File: config.mk
export PLATFORM = sky130hd
export DESIGN_NAME = vof_top
export DESIGN_NICKNAME = d
export VERILOG_FILES = /design/src/hw/vof_pkg.sv /design/src/hw/vof_luma_if.sv /design/src/hw/vof_luma_adj.sv /design/src/hw/vof_top.sv
export SDC_FILE = /design/constraint.sdc
export NUM_CORES = 1
export LEC_CHECK = 0
export ABC_AREA = 1
export BUFFER_PORTS_ARGS = -buffer_cell sky130_fd_sc_hd__buf_2
export CAP_MARGIN = 20
export CORE_AREA = 2 2 249 251
export CTS_CLUSTER_SIZE = 20
export DETAILED_ROUTE_END_ITERATION = 16
export DIE_AREA = 0 0 251 253
export GPL_TIMING_DRIVEN = 1
export PLACE_DENSITY = 0.5
export SYNTH_ARGS = -nofsm -noshare
export SYNTH_HDL_FRONTEND = slang
export SYNTH_HIERARCHICAL = 1
export SYNTH_SLANG_ARGS = --single-unit
File: constraint.sdc
create_clock -name mclk -period 21.7 [get_ports mclk]
set_input_delay 0 -clock mclk [delete_from_list [all_inputs] [get_ports mclk]]
set_output_delay 0 -clock mclk [all_outputs]
set_load 0.005 [all_outputs]
File: src/hw/vof_pkg.sv
// Constants, field layout and types of the video output formatter.
// Assumes a single 25 MHz system clock and a parameter RAM write port.
package vof_pkg;
  // Parameter RAM addresses and flop array indices.
  localparam logic [8:0] A_PEAK1 = 9'h126;
  localparam logic [8:0] A_ADJA1 = 9'h127;
  localparam logic [8:0] A_ADJB1 = 9'h128;
  localparam logic [8:0] A_PEAK2 = 9'h130;
  localparam logic [8:0] A_ADJA2 = 9'h131;
  localparam logic [8:0] A_ADJB2 = 9'h132;
  localparam logic [8:0] A_FMT = 9'h150;
  localparam logic [8:0] A_MUX = 9'h154;
  localparam logic [8:0] A_STAT = 9'h15f;
  localparam int NREG = 8;
  localparam logic [2:0] I_PEAK1 = 3'h0;
  localparam logic [2:0] I_ADJA1 = 3'h1;
  localparam logic [2:0] I_ADJB1 = 3'h2;
  localparam logic [2:0] I_PEAK2 = 3'h3;
  localparam logic [2:0] I_ADJA2 = 3'h4;
  localparam logic [2:0] I_ADJB2 = 3'h5;
  localparam logic [2:0] I_FMT = 3'h6;
  localparam logic [2:0] I_MUX = 3'h7;
  // Reset values: unity gain, zero brightness, everything else clear.
  localparam logic [11:0] RST_ADJA = 12'h020;
  localparam logic [11:0] RST_ADJB = 12'h07f;
  localparam logic [11:0] RST_OTHER = 12'h000;
  // Field positions.
  localparam int FMT_VBIEN = 2;
  localparam int FMT_RANGE = 3;
  localparam int FMT_SHUF = 6;
  localparam int FMT_HSUP = 9;
  localparam int FMT_EAVUPD = 10;
  localparam int FMT_TASK = 11;
  localparam int MUX_DBL = 9;
  localparam int MUX_HALF = 10;
  localparam int ADJ_CLAMP = 8;
  localparam int PEAK_SWAP = 8;
  localparam logic [1:0] FMT_656 = 2'h1;
  // Code values.
  localparam logic [7:0] CODE_FF = 8'hff;
  localparam logic [7:0] CODE_00 = 8'h00;
  localparam logic [7:0] FILL_Y = 8'h10;
  localparam logic [7:0] FILL_C = 8'h80;
  localparam logic [7:0] LIM_LO = 8'h01;
  localparam logic [7:0] LIM_HI = 8'hfe;
  localparam logic [7:0] CLAMP_LO16 = 8'h10;
  localparam logic [7:0] CLAMP_LO32 = 8'h20;
  localparam logic [12:0] OFFS_BIAS4 = 13'h01fc;
  localparam logic [9:0] Y_MAX10 = 10'h3fb;
  localparam logic [1:0] ROUND_HALF = 2'h2;
  localparam logic [2:0] KEEP_LINES = 3'h4;
  localparam logic [2:0] DID_TAG = 3'h2;
  localparam int DLY = 8;
  // Types.
  typedef enum logic [1:0] {
    RQ_ROUND = 2'h0, RQ_TRUNC = 2'h1, RQ_ED1 = 2'h2, RQ_ED2 = 2'h3
  } vof_rq_t;
  typedef enum logic [1:0] {
    K_FILL = 2'h0, K_DATA = 2'h1, K_HDR = 2'h3, K_ANC = 2'h2
  } vof_kind_t;
  typedef struct packed {
    logic act;
    logic hr;
    logic vr;
    logic [7:0] y;
    logic [7:0] c;
  } vof_pix_t;
  typedef struct packed {
    logic vbl;
    logic vbi;
    logic fld;
    logic win2;
  } vof_line_t;
endpackage

File: src/hw/vof_luma_if.sv
// Signals between the formatter and its luma adjust unit.
// Assumes both ends run on the same system clock.
`timescale 1ns/1ps
interface vof_luma_if;
  logic [7:0] y_in;
  logic [5:0] gain;
  logic [7:0] offs;
  logic clamp32;
  vof_pkg::vof_rq_t method;
  logic step;
  logic [7:0] y_out;
  modport ctl (output y_in, gain, offs, clamp32, method, step,
    input y_out);
  modport unit (input y_in, gain, offs, clamp32, method, step,
    output y_out);
endinterface

File: src/hw/vof_luma_adj.sv
// Luma contrast, brightness, clamp and requantisation to 8 bits.
// Assumes step pulses once per active pixel on the system clock.
`timescale 1ns/1ps
module vof_luma_adj
  import vof_pkg::*;
(
  // Clock and reset.
  input logic mclk,
  input logic rst,
  // Adjust request and result.
  vof_luma_if.unit lif
);
  logic [13:0] prod;
  logic signed [12:0] sum;
  logic [9:0] v10;
  logic [9:0] lo10;
  logic [10:0] acc;
  logic [1:0] add;
  logic [1:0] err;

  // Gain carries five fraction bits; three are dropped so the sum keeps
  // two bits below the output LSB, a 10-bit intermediate.
  always_comb begin
    prod = lif.gain * lif.y_in;
    sum = $signed({2'b00, prod[13:3]}) +
      $signed({3'b000, lif.offs, 2'b00}) - $signed(OFFS_BIAS4);
    lo10 = {(lif.clamp32 ? CLAMP_LO32 : CLAMP_LO16), 2'b00};
    if (sum < $signed({3'b000, lo10})) begin
      v10 = lo10;
    end else if (sum > $signed({3'b000, Y_MAX10})) begin
      v10 = Y_MAX10;
    end else begin
      v10 = sum[9:0];
    end
    case (lif.method)
      RQ_ROUND: add = ROUND_HALF;
      RQ_TRUNC: add = 2'h0;
      RQ_ED1: add = {err[0], 1'b0};
      default: add = err;
    endcase
    acc = {1'b0, v10} + {9'h000, add};
  end

  // The top code is reserved, so a carry into it is pulled back.
  assign lif.y_out = (acc[9:2] == CODE_FF) ? LIM_HI : acc[9:2];

  // Diffused error only moves on active pixels, so it holds across blanking.
  always_ff @(posedge mclk or posedge rst) begin
    if (rst) begin
      err <= 2'h0;
    end else if (lif.step) begin
      err <= (lif.method == RQ_ED1) ? {1'b0, acc[1]} : acc[1:0];
    end
  end

  chk_luma_floor: assert property (@(posedge mclk) disable iff (rst)
    lif.y_out >= lo10[9:2] && lif.y_out != CODE_FF)
    else $error("luma left the clamp range");
endmodule

File: src/hw/vof_top.sv
// Video output formatter: luma adjust, chroma swap, 16-bit or 8-bit
// stream with embedded headers and ancillary VBI headers.
// Assumes pixel inputs come from logic on mclk and pix_clk is slower
// than half of mclk; registers are written through the parameter port.
`timescale 1ns/1ps
module vof_top
  import vof_pkg::*;
(
  // Clock and reset.
  input logic mclk,
  input logic rst,
  // Parameter RAM port.
  input logic pram_we,
  input logic [8:0] pram_addr,
  input logic [11:0] pram_wdata,
  output logic [11:0] pram_rdata,
  // Pixel clock, asynchronous to mclk.
  input logic pix_clk,
  // Pixel stream and line information from the component stage.
  input logic [7:0] in_y,
  input logic [7:0] in_c,
  input logic in_active,
  input logic in_href,
  input logic in_vref,
  input logic in_field,
  input logic in_vblank,
  input logic in_vbi,
  input logic in_win2,
  input logic [2:0] anc_type,
  input logic [11:0] anc_count,
  // Video ports and reference outputs.
  output logic [7:0] port_a,
  output logic [7:0] port_b,
  output logic href_out,
  output logic vref_out,
  output logic field_out,
  output logic active_video_qualifier
);
  logic [11:0] prm [NREG];
  logic [3:0] wdec;
  logic [3:0] rdec;
  logic [11:0] fmt;
  logic [11:0] mux;
  logic m656;
  logic dbl;
  logic half;
  logic shuf;
  logic pc_s1;
  logic pc_s2;
  logic pc_s3;
  logic rise;
  logic fall;
  vof_pix_t dl [DLY];
  vof_pix_t o;
  logic [5:0] sav_k;
  logic eav_k0;
  logic eav_k1;
  vof_line_t ln_cur;
  vof_line_t ln_prev;
  vof_line_t use_ln;
  logic [2:0] vbcnt;
  logic line_en;
  logic vbi_ln;
  logic anc_ln;
  logic drop;
  logic [2:0] flg;
  logic [2:0] hf;
  logic [2:0] hflag;
  logic ph;
  logic [11:0] peak;
  logic [11:0] adja;
  logic [11:0] adjb;
  logic [7:0] cc;
  logic [7:0] dat_c;
  logic [7:0] dat_y;
  logic [7:0] next_c;
  logic [7:0] next_y;
  vof_kind_t next_kind;
  logic [7:0] pc_r;
  logic [7:0] py_r;
  vof_kind_t kind_r;
  logic len_r;
  logic vbi_r;
  logic act_r;
  logic p656_r;
  logic hr_r;
  logic vr_r;
  logic fld_r;
  logic hph;
  vof_luma_if lif ();

  // One address decoder serves both the write and the read path.
  function automatic logic [3:0] reg_dec(input logic [8:0] a);
    case (a)
      A_PEAK1: reg_dec = {1'b1, I_PEAK1};
      A_ADJA1: reg_dec = {1'b1, I_ADJA1};
      A_ADJB1: reg_dec = {1'b1, I_ADJB1};
      A_PEAK2: reg_dec = {1'b1, I_PEAK2};
      A_ADJA2: reg_dec = {1'b1, I_ADJA2};
      A_ADJB2: reg_dec = {1'b1, I_ADJB2};
      A_FMT: reg_dec = {1'b1, I_FMT};
      A_MUX: reg_dec = {1'b1, I_MUX};
      default: reg_dec = 4'h0;
    endcase
  endfunction

  // Values 0 and 255 mark headers, so video is held inside 1..254.
  function automatic logic [7:0] lim(input logic [7:0] d);
    if (d == CODE_00) begin
      lim = LIM_LO;
    end else if (d == CODE_FF) begin
      lim = LIM_HI;
    end else begin
      lim = d;
    end
  endfunction

  // VBI samples: limited, or seven bits with an odd parity LSB.
  function automatic logic [7:0] rng(input logic [7:0] d,
    input logic par);
    rng = par ? {d[7:1], ~(^d[7:1])} : lim(d);
  endfunction

  // Fourth header word: flags and their protection bits.
  function automatic logic [7:0] hdr_word(input logic t, input logic f,
    input logic v, input logic h);
    hdr_word = {t, f, v, h, h ^ v ^ ~t, h ^ f ^ ~t, v ^ f ^ ~t,
      h ^ v ^ ~f};
  endfunction

  // Ancillary header word: inverted parity, even parity, six payload bits.
  function automatic logic [7:0] anc_word(input logic [5:0] d);
    anc_word = {~(^d), ^d, d};
  endfunction

  assign wdec = reg_dec(pram_addr);
  assign rdec = reg_dec(pram_addr);
  assign fmt = prm[I_FMT];
  assign mux = prm[I_MUX];
  assign m656 = fmt[1:0] == FMT_656;
  assign dbl = mux[MUX_DBL];
  assign half = mux[MUX_HALF];
  assign shuf = fmt[FMT_SHUF];

  // Parameter writes land in the flop array by index.
  always_ff @(posedge mclk or posedge rst) begin
    if (rst) begin
      for (int i = 0; i < NREG; i++) begin
        prm[i] <= RST_OTHER;
      end
      prm[I_ADJA1] <= RST_ADJA;
      prm[I_ADJA2] <= RST_ADJA;
      prm[I_ADJB1] <= RST_ADJB;
      prm[I_ADJB2] <= RST_ADJB;
    end else if (pram_we && wdec[3]) begin
      prm[wdec[2:0]] <= pram_wdata;
    end
  end

  // Reads follow the address one cycle later; unmapped reads give zero.
  always_ff @(posedge mclk or posedge rst) begin
    if (rst) begin
      pram_rdata <= 12'h000;
    end else if (rdec[3]) begin
      pram_rdata <= prm[rdec[2:0]];
    end else if (pram_addr == A_STAT) begin
      pram_rdata <= {7'h00, hf, line_en, act_r};
    end else begin
      pram_rdata <= 12'h000;
    end
  end

  // Pixel clock synchroniser; only the second and third stages are read.
  always_ff @(posedge mclk or posedge rst) begin
    if (rst) begin
      {pc_s3, pc_s2, pc_s1} <= 3'h0;
    end else begin
      {pc_s3, pc_s2, pc_s1} <= {pc_s2, pc_s1, pix_clk};
    end
  end
  assign rise = pc_s2 & ~pc_s3;
  assign fall = ~pc_s2 & pc_s3;

  // Eight-pixel delay line: headers are written over the blanking that
  // precedes active data, which costs latency but needs no FIFO.
  always_ff @(posedge mclk or posedge rst) begin
    if (rst) begin
      for (int i = 0; i < DLY; i++) begin
        dl[i] <= '0;
      end
    end else if (rise) begin
      dl[0] <= {in_active, in_href, in_vref, in_y, in_c};
      for (int i = 1; i < DLY; i++) begin
        dl[i] <= dl[i-1];
      end
    end
  end
  assign o = dl[6];

  // A rising active edge at stage n marks header slot n of the output.
  for (genvar g = 0; g < 6; g++) begin : g_slot
    assign sav_k[g] = dl[g].act & ~dl[g+1].act;
  end
  assign eav_k0 = ~o.act & dl[7].act;

  // Line information is caught as a new active window starts.
  always_ff @(posedge mclk or posedge rst) begin
    if (rst) begin
      ln_cur <= '0;
      ln_prev <= '0;
      vbcnt <= 3'h0;
    end else if (rise && in_active && !dl[0].act) begin
      ln_prev <= ln_cur;
      ln_cur <= {in_vblank, in_vbi, in_field, in_win2};
      if (!in_vblank) begin
        vbcnt <= 3'h0;
      end else if (vbcnt != KEEP_LINES) begin
        vbcnt <= vbcnt + 3'h1;
      end
    end
  end

  // With EAV updates the windows run one line late.
  assign use_ln = fmt[FMT_EAVUPD] ? ln_prev : ln_cur;
  assign line_en = ~use_ln.vbl | (use_ln.vbi & fmt[FMT_VBIEN]);
  assign vbi_ln = use_ln.vbi & line_en;
  assign anc_ln = vbi_ln & m656;
  // The first lines of field blanking keep headers for vertical sync.
  assign drop = fmt[FMT_HSUP] & ~line_en & (vbcnt == KEEP_LINES);
  assign flg = {~(fmt[FMT_TASK] & use_ln.vbi), use_ln.fld,
    use_ln.vbl & ~line_en};
  assign hflag = fmt[FMT_EAVUPD] ? hf : flg;

  // Header flags, chroma phase and the second EAV slot.
  always_ff @(posedge mclk or posedge rst) begin
    if (rst) begin
      hf <= 3'h0;
      ph <= 1'b0;
      eav_k1 <= 1'b0;
    end else if (rise) begin
      if (eav_k0) begin
        hf <= flg;
      end
      ph <= o.act & ~ph;
      eav_k1 <= eav_k0;
    end
  end

  // Window registers and the Cb/Cr swap taken from a neighbour sample.
  assign peak = use_ln.win2 ? prm[I_PEAK2] : prm[I_PEAK1];
  assign adja = use_ln.win2 ? prm[I_ADJA2] : prm[I_ADJA1];
  assign adjb = use_ln.win2 ? prm[I_ADJB2] : prm[I_ADJB1];
  assign cc = !peak[PEAK_SWAP] ? o.c : (!ph ? dl[5].c : dl[7].c);

  // Luma adjust unit fed from the output stage of the delay line.
  assign lif.y_in = o.y;
  assign lif.gain = adja[5:0];
  assign lif.offs = adjb[7:0];
  assign lif.clamp32 = adja[ADJ_CLAMP];
  assign lif.method = vof_rq_t'(adja[10:9]);
  assign lif.step = rise & o.act;
  vof_luma_adj u_luma (
    .mclk(mclk),
    .rst(rst),
    .lif(lif.unit)
  );

  assign dat_y = vbi_ln ? rng(o.y, fmt[FMT_RANGE]) : lif.y_out;
  assign dat_c = vbi_ln ? rng(cc, fmt[FMT_RANGE]) : lim(cc);

  // Next Y/C pair: data, blanking fill, timing header or ancillary words.
  always_comb begin
    next_c = FILL_C;
    next_y = FILL_Y;
    next_kind = K_FILL;
    if (o.act && line_en) begin
      next_c = dat_c;
      next_y = dat_y;
      next_kind = K_DATA;
    end
    if (m656 && !drop) begin
      if (eav_k0 || (anc_ln ? sav_k[0] : sav_k[4])) begin
        next_c = CODE_FF;
        next_y = CODE_00;
        next_kind = K_HDR;
      end else if (eav_k1 || (anc_ln ? sav_k[1] : sav_k[5])) begin
        next_c = CODE_00;
        next_y = hdr_word(hflag[2], hflag[1], hflag[0], eav_k1);
        next_kind = K_HDR;
      end else if (anc_ln && sav_k[3]) begin
        next_c = CODE_00;
        next_y = CODE_FF;
        next_kind = K_ANC;
      end else if (anc_ln && sav_k[4]) begin
        next_c = CODE_FF;
        next_y = anc_word({DID_TAG, anc_type});
        next_kind = K_ANC;
      end else if (anc_ln && sav_k[5]) begin
        next_c = anc_word(anc_count[11:6]);
        next_y = anc_word(anc_count[5:0]);
        next_kind = K_ANC;
      end
    end
  end

  // Pair registers, taken once per pixel clock.
  always_ff @(posedge mclk or posedge rst) begin
    if (rst) begin
      pc_r <= FILL_C;
      py_r <= FILL_Y;
      kind_r <= K_FILL;
      {len_r, vbi_r, act_r, p656_r, hph} <= 5'h00;
      {hr_r, vr_r, fld_r} <= 3'h0;
    end else if (rise) begin
      pc_r <= next_c;
      py_r <= next_y;
      kind_r <= next_kind;
      len_r <= line_en;
      vbi_r <= use_ln.vbi;
      act_r <= o.act & line_en;
      p656_r <= m656;
      hph <= ~hph;
      {hr_r, vr_r, fld_r} <= {o.hr, o.vr, use_ln.fld};
    end
  end

  // Port drive: with the shuffler off, the double clock sends chroma on the falling pixel edge
  // and luma on the next rising one; port B then is a free output.
  always_ff @(posedge mclk or posedge rst) begin
    if (rst) begin
      port_a <= 8'h00;
      port_b <= 8'h00;
    end else if (dbl) begin
      if (fall) begin
        port_a <= shuf ? py_r : pc_r;
      end else if (rise) begin
        port_a <= shuf ? pc_r : py_r;
      end
      port_b <= mux[7:0];
    end else if (fall && (!half || hph)) begin
      port_a <= shuf ? pc_r : py_r;
      port_b <= shuf ? py_r : pc_r;
    end
  end

  // References leave together with the data they describe.
  always_ff @(posedge mclk or posedge rst) begin
    if (rst) begin
      {href_out, vref_out, field_out} <= 3'h0;
      active_video_qualifier <= 1'b0;
    end else if (fall) begin
      {href_out, vref_out, field_out} <= {hr_r, vr_r, fld_r};
      active_video_qualifier <= act_r;
    end
  end

  chk_no_reserved_codes: assert property (@(posedge mclk)
    disable iff (rst) (p656_r && kind_r == K_DATA) |->
    (pc_r != CODE_FF && pc_r != CODE_00 && py_r != CODE_FF &&
    py_r != CODE_00))
    else $error("reserved code in video data");

  chk_eav_after_data: assert property (@(posedge mclk)
    disable iff (rst) (rise && m656 && eav_k0 && !drop) |=>
    (pc_r == CODE_FF && py_r == CODE_00 && kind_r == K_HDR))
    else $error("end header missing after active data");

  chk_sav_flag_word: assert property (@(posedge mclk)
    disable iff (rst) (rise && m656 && sav_k[5] && !anc_ln && !drop) |=>
    (pc_r == CODE_00 && !py_r[4] && py_r[7] == $past(hflag[2])))
    else $error("start header word wrong before active data");

  chk_hdr_protect: assert property (@(posedge mclk)
    disable iff (rst) (kind_r == K_HDR && pc_r == CODE_00) |->
    (py_r[3] == (py_r[4] ^ py_r[5] ^ ~py_r[7]) &&
    py_r[2] == (py_r[4] ^ py_r[6] ^ ~py_r[7]) &&
    py_r[1] == (py_r[5] ^ py_r[6] ^ ~py_r[7]) &&
    py_r[0] == (py_r[4] ^ py_r[5] ^ ~py_r[6])))
    else $error("header protection bits wrong");

  chk_vflag_enabled: assert property (@(posedge mclk)
    disable iff (rst) (kind_r == K_HDR && pc_r == CODE_00 && len_r &&
    !fmt[FMT_EAVUPD]) |-> !py_r[5])
    else $error("vertical flag set on enabled line");

  chk_task_vbi: assert property (@(posedge mclk)
    disable iff (rst) (kind_r == K_HDR && pc_r == CODE_00 && vbi_r &&
    fmt[FMT_TASK] && !fmt[FMT_EAVUPD]) |-> !py_r[7])
    else $error("task flag set inside VBI window");

  chk_anc_gap: assert property (@(posedge mclk)
    disable iff (rst) (rise && m656 && anc_ln && sav_k[3]) |->
    (kind_r == K_FILL))
    else $error("ancillary packet right after header");

  chk_blank_no_active_video_qualifier: assert property (@(posedge mclk)
    disable iff (rst) (rise && !line_en) |=> !act_r ##1 !act_r)
    else $error("qualifier raised on blanked line");

  chk_dbl_chroma_first: assert property (@(posedge mclk)
    disable iff (rst) (fall && dbl && !shuf) |=> (port_a == $past(pc_r)))
    else $error("double clock did not send chroma on falling edge");
endmodule

After elaboration in Yosys (flattened, before gate mapping)
Cells that the tools add are included.

Register bits: 312. Output and inout bits: 32. Word-level logic and storage cells: 233.

$lt $le $gt $ge: 4. Bitwise operators: 46. Muxes and demuxes: 56. Reductions and logical operators: 28. Equal/unequal tests: 19. Multiply operators: 1. Add/sub/neg operators: 4.

Operator list (number): 8-bit two-way mux (34); 96-bit bitwise mux (1); 9-bit == test (second input constant) (9); 12-bit two-way mux (4); 12-bit binary-select mux with 3-bit select (1); 12-bit demux with 3-bit select (1); 4-bit one-hot mux with 8 select lines (1); 8-bit == test (second input constant) (3); 10-bit two-way mux (2); 1-bit inverter (19); 1-bit AND (18); 6-bit parity (3); 8-bit zero test (2); 6-bit by 8-bit multiplier with 14-bit output (1); 7-bit parity (2); 13-bit by 11-bit greater-than comparator with 1-bit output (second input constant) (1); 13-bit by 11-bit less-than comparator with 1-bit output (1); 13-bit by 10-bit subtractor with 13-bit output (second input constant) (1); 11-bit by 10-bit adder with 12-bit output (1); 11-bit two-way mux (1); 10-bit by 2-bit adder with 10-bit output (1); 1-bit logical AND (10); 3-bit two-way mux (3); 9-bit two-way mux (1); other kinds (23) (37).

Logic depth before layout (Yosys ltp)
Depth after elaboration: 19. Depth in mapped cells: 61. Mapped depth without buffers: 58.

Hierarchy
Netlist, hierarchy kept.

Modules (own cells, without submodules): vof_top (seq. area each 7780.0 µm², area each 14661.6 µm², instances 1, cells an instance 1846); vof_luma_adj (seq. area each 50.0 µm², area each 2824.0 µm², instances 1, cells an instance 428).

Least setup slack after synthesis
Ideal clock, no wire load.

Path kind: register to register. Start point: reg prm (netlist bit fmt[10]). End point: reg py_r[0]. Setup time: 0.073 ns. Path slack: 13.771 ns. Cell stages (with the launch flop): 56. Clock period less this slack: 7.929 ns. Data arrival time: 7.856 ns. Buffers on the path: 3. Required time: 21.627 ns. Cell sequence: dfrtp_1 > buf_6 > inv_4 > nand2_1 > nand2_1 > clkbuf_1 > nand2_1 > o21ai_0 > clkbuf_1 > nand2_1 > fa_1 > fa_1 > fa_1 > inv_1 > ha_1 > nand3_1 > nand2_1 > a21oi_1 > [20 not listed] > inv_1 > fa_1 > inv_1 > nand2_1 > inv_1 > nand3_1 > or2_0 > nand2_1 > nor2_2 > nand3_2 > nor2_2 > nor2_1 > nor2_1 > nor2_1 > nand2_1 > o21ai_0 > inv_1 > a21oi_2.

Cells in the longest elaborated chain, start to end: 19.

Ends and longest elaborated chain: start, declared (line vof_top.sv:39) `logic [11:0] prm [NREG];`; start signal, assigned by index (line vof_top.sv:156) `prm[wdec[2:0]] <= pram_wdata;`; 4-bit two-way mux (*) (line vof_top.sv:224) `assign use_ln = fmt[FMT_EAVUPD] ? ln_prev : ln_cur;`; 11-bit two-way mux (*) (line vof_top.sv:251) `assign adja = use_ln.win2 ? prm[I_ADJA2] : prm[I_ADJA1];`; named net adja[5] (line vof_top.sv:71) `logic [11:0] adja;`; 6-bit by 8-bit multiplier with 14-bit output (*) (line vof_luma_adj.sv:24) `prod = lif.gain * lif.y_in;`; 11-bit by 10-bit adder with 12-bit output (*) (line vof_luma_adj.sv:25) `sum = $signed({2'b00, prod[13:3]}) +`; 13-bit by 10-bit subtractor with 13-bit output (*) (line vof_luma_adj.sv:26) `$signed({3'b000, lif.offs, 2'b00}) - $signed(OFFS_BIAS4);`; 13-bit by 11-bit greater-than comparator with 1-bit output (line vof_luma_adj.sv:30) `end else if (sum > $signed({3'b000, Y_MAX10})) begin`; 10-bit two-way mux (line vof_luma_adj.sv:30); [4 not listed]; named net lif.y_out[0] (line vof_luma_if.sv:11) `logic [7:0] y_out;`; 8-bit two-way mux (*) (line vof_top.sv:268) `assign dat_y = vbi_ln ? rng(o.y, fmt[FMT_RANGE]) : lif.y_out;`; 8-bit two-way mux (*) (line vof_top.sv:276) `if (o.act && line_en) begin`; 8-bit two-way mux (line vof_top.sv:298) `end else if (anc_ln && sav_k[5]) begin`; 8-bit two-way mux (line vof_top.sv:294) `end else if (anc_ln && sav_k[4]) begin`; 8-bit two-way mux (line vof_top.sv:290) `end else if (anc_ln && sav_k[3]) begin`; 8-bit two-way mux (line vof_top.sv:286) `end else if (eav_k1 || (anc_ln ? sav_k[1] : sav_k[5])) begin`; 8-bit two-way mux (line vof_top.sv:282) `if (eav_k0 || (anc_ln ? sav_k[0] : sav_k[4])) begin`; 8-bit two-way mux (*) (line vof_top.sv:281) `if (m656 && !drop) begin`; end signal, assigned (line vof_top.sv:316) `py_r <= next_y;`; end, declared (line vof_top.sv:80) `logic [7:0] py_r;`.

The timed path passes the listed nets; every way through them passes the cells marked *. A chain may end at the register's enable or synchronous reset.

Worst setup path in the final report
Same ends and word-level chain as after synthesis.

==> flow_metrics.tcl <==
set metrics [dict create \
    synth.top_cells.by_count "nand2_1 (848), dfrtp_1 (294), o21ai_0 (264), inv_1 (252), a21oi_1 (76)" \
    rsz_0062_raised_after_global_routing "false" \
    max_slew_margin 0.291 \
    vias_per_cell 4.66 \
    grt_first_pass_wirelength_um 79900 \
    finalHoldViolCount 0 \
    power_density_mw_per_mm2 81.8 \
    io_pins 95 \
    grt_use_total 0.156 \
    layout_min_cycle_time_ns 9.69 \
    cts.sink_count 312 \
    drive_gt1_frac 0.121 \
    crit_path_end_kind "flip-flop" \
    grt_max_degree 106 \
    post-cts-setup-buffers 0 \
    num_vias 15000 \
    timing.max_cap.violations 0 \
    logic_depth_of_the_worst_register_to_register_path 53 \
    initial_core_util 0.287 \
    post_synth_instance_area_sq_mm 0.0175 \
    async_reset_ff_frac 1.00 \
    min_hold_slack_ns 0.0426 \
    postSynthNetCount 2407 \
    timing.setup.tns_ns 0 \
    max-clock-path-buffers 3 \
    globalplace.congestion 0.888 \
    numCtsBuffers 37 \
    pleak_nw 10.4 \
    maximum_level_of_the_cts_h_tree 2 \
    least_margin_pin_slew_ns 1.05 \
    yosysSeqAreaShare 0.448 \
    design.die.area_sq_mm 0.0635 \
    synth_area_leader_cell "dfrtp_1" \
    final_nets 2533 \
    tritoncts "done" \
    timing.fmax_mhz 103 \
    detail_route.iter0.violations 985 \
    fp.dieH_um 253 \
    synth_enable_flop_cells 0 \
    number_of_antenna_violations_at_the_first_check_in_global_routing 1 \
    post_synth_inst_count 2274 \
    endpoint "py_r[0]" \
    hpwlAfterDp_um 35200 \
    result_of_the_run "finished clean" \
    r2r-end "py_r[0]" \
    clkLatencyLatePin_ns 0.56 \
    criticalPathCategory "flip-flop to flip-flop" \
    path_max_fanout 32 \
    fp.coreArea_sq_mm 0.0610 \
    crit_top_cell "nand2_1" \
    synth.avg_cell_area_sq_um 7.69 \
    die_w_um 251 \
    cpLargestDelayFamily "adder cells" \
    critical_path_buf_inv_count 9 \
    worst_r2r_startpoint "fmt[10]" \
    rrSetupSlack_ns 12.01 \
    worstPathArrival_ns 10.14 \
    grt_pass1_vias 14900 \
    fp-row-count 91 \
    totalWireLength_um 49400 \
    critPathLaunch "fmt[10]" \
    worstPathRequired_ns 22.15 \
    cpPeakStageDelay_ns 0.86 \
    start_kind "flip-flop" \
    port_buffers 94 \
    report.final.slew_viol_count 0 \
    cp_num_cells 53 \
    final.period_utilization 0.446 \
    grt_overflow_total 0 \
    predominant_post_synthesis_flop_cell "dfrtp_1" \
    insertedDiodeCount 0 \
    wl_per_cell_um 15.3 \
    drt.antenna.violating_nets 0 \
    drt_first_pass_iters 5 \
    yosys.area.top_type_share 0.421 \
    synth.top_cells.by_area "dfrtp_1 (42%), nand2_1 (18%), o21ai_0 (7.6%), inv_1 (5.4%), fa_1 (3.1%)" \
    cts.reportedPaths.clkPinSlew_ns 0.06 \
    detail_route.drc_violations 0 \
    synth.most_common_cell "nand2_1" \
    worst_path_max_delay_cell "o21ai_0" \
    fin_skew_ns 0.0281 \
    cts.root.buffer_cell "clkbuf_16" \
    setup_viol_count_final 0 \
    areaGrowthSynthToFinish_pct 17.5 \
    yosys_register_bits 312 \
    synth.lib_cells_used.distinct 57 \
    ir_drop_uv 55.7 \
    synth_warnings 6 \
    hold_class "primary input to flip-flop" \
]
[power breakdown]
part           leakage (nW)  internal (mW)  switching (mW)  total (mW)
registers              3.99          0.661          0.0544       0.716
clock network         0.587          0.361           0.252       0.613
logic                  5.83          0.124           0.228       0.352
[layout by cell type (no fill, tap or decap), types with 18 or more instances in the layout]
master | Yosys | routed
nand3_2 | 19 | 19
ha_1 | 43 | 43
nor2_1 | 74 | 74
nand2_2 | 20 | 20
dlygate4sd3_1 | 0 | 62
fa_1 | 27 | 27
dfstp_2 | 18 | 18
nand2_1 | 848 | 847
dfrtp_1 | 294 | 294
o21ai_0 | 264 | 264
a21oi_1 | 76 | 76
clkbuf_16 | 0 | 38
inv_1 | 252 | 251
nand3_1 | 74 | 74
buf_2 | 20 | 94
xor2_1 | 19 | 19
[routing by layer]
layer / GRT usage / vias up / part of all wire
met5: 0 / - / 0
met4: 0.0592 / 0 / 0.036
met3: 0.0259 / 90 / 0.053
met2: 0.249 / 318 / 0.45
met1: 0.212 / 7149 / 0.46
li1: - / 7452 / -
[flip-flops by register name (all words and copies together) (netlist names), 2 cells and up]
register    count
dl            134
fmt            12
hf              3
lif.y_in        8
ln_cur          4
ln_prev         4
mux            12
pc_r            8
port_a          8
port_b          8
pram_rdata     12
prm            72
py_r            8
u_luma/err      2
vbcnt           3
[how the worst min path moves through the flow]
| stage | from | to | slack [ns] | cells after the start |
|---|---|---|---|---|
| after floorplan | rst | u_luma/err[0] | -0.26 | 1 |
| after global placement | rst | u_luma/err[0] | -0.01 | 2 |
| final | anc_count[6] | pc_r[0] | 0.04 | 9 |
| after global routing | anc_count[4] | py_r[4] | 0.06 | 7 |
| after CTS | anc_count[6] | pc_r[0] | 0.009 | 9 |
| after detailed placement | rst | u_luma/err[0] | -0.01 | 2 |
[per-stage QoR]
step / power, mW / std cells / cell area (sq um) / util / worst slack [ns]
2_1_floorplan: 0.960 / 2274 / 17500 / - / 13.16
3_3_place_gp: 1.06 / 3085 / 18700 / 0.306 / 12.64
3_5_place_dp: 1.07 / 3085 / 18700 / 0.306 / 12.35
4_1_cts: 1.70 / 3214 / 20500 / 0.336 / 11.99
5_1_grt: 1.78 / 3218 / 20500 / 0.337 / 11.05
6_report: 1.68 / 3218 / 20500 / 0.337 / 12.01
[final cells by class]
class                           instances  area (sq um)
Clock buffer                           57          1090
Fill cell                            6513         40500
Inverter                              269          1030
Clock inverter                         10           104
Multi-Input combinational cell       1609          8280
Tap cell                              790           988
Sequential cell                       312          7830
Timing Repair Buffer                  171          1220
[timing repair]
action | CTS | global route
hold buffers | 62 | 0
gates resized for setup | 0 | 0
endpoints found under the hold margin | 227 | 0
[cells by family after synthesis]
logic type | Yosys count | share of synthesized area
adders and majority gates | 70 | 0.0617
and+or+nand+nor | 1092 | 0.264
AOI/OAI and AO/OA | 408 | 0.127
DFF | 312 | 0.448
buffers and inverters | 353 | 0.0791
xor gates and xnor gates | 35 | 0.0180
muxes | 4 | 0.00258
[worst reg2reg max path: cells and delay by family (launching register included)]
family / cells / cell delay [ns]
DFF: 1 / 0.52
AOI/OAI and AO/OA: 13 / 2.59
adders and majority gates: 7 / 2.86
buffers and inverters: 9 / 1.31
and+or+nand+nor: 22 / 2.00
xor gates and xnor gates: 2 / 0.29
Power figures use the tool's default switching activity.
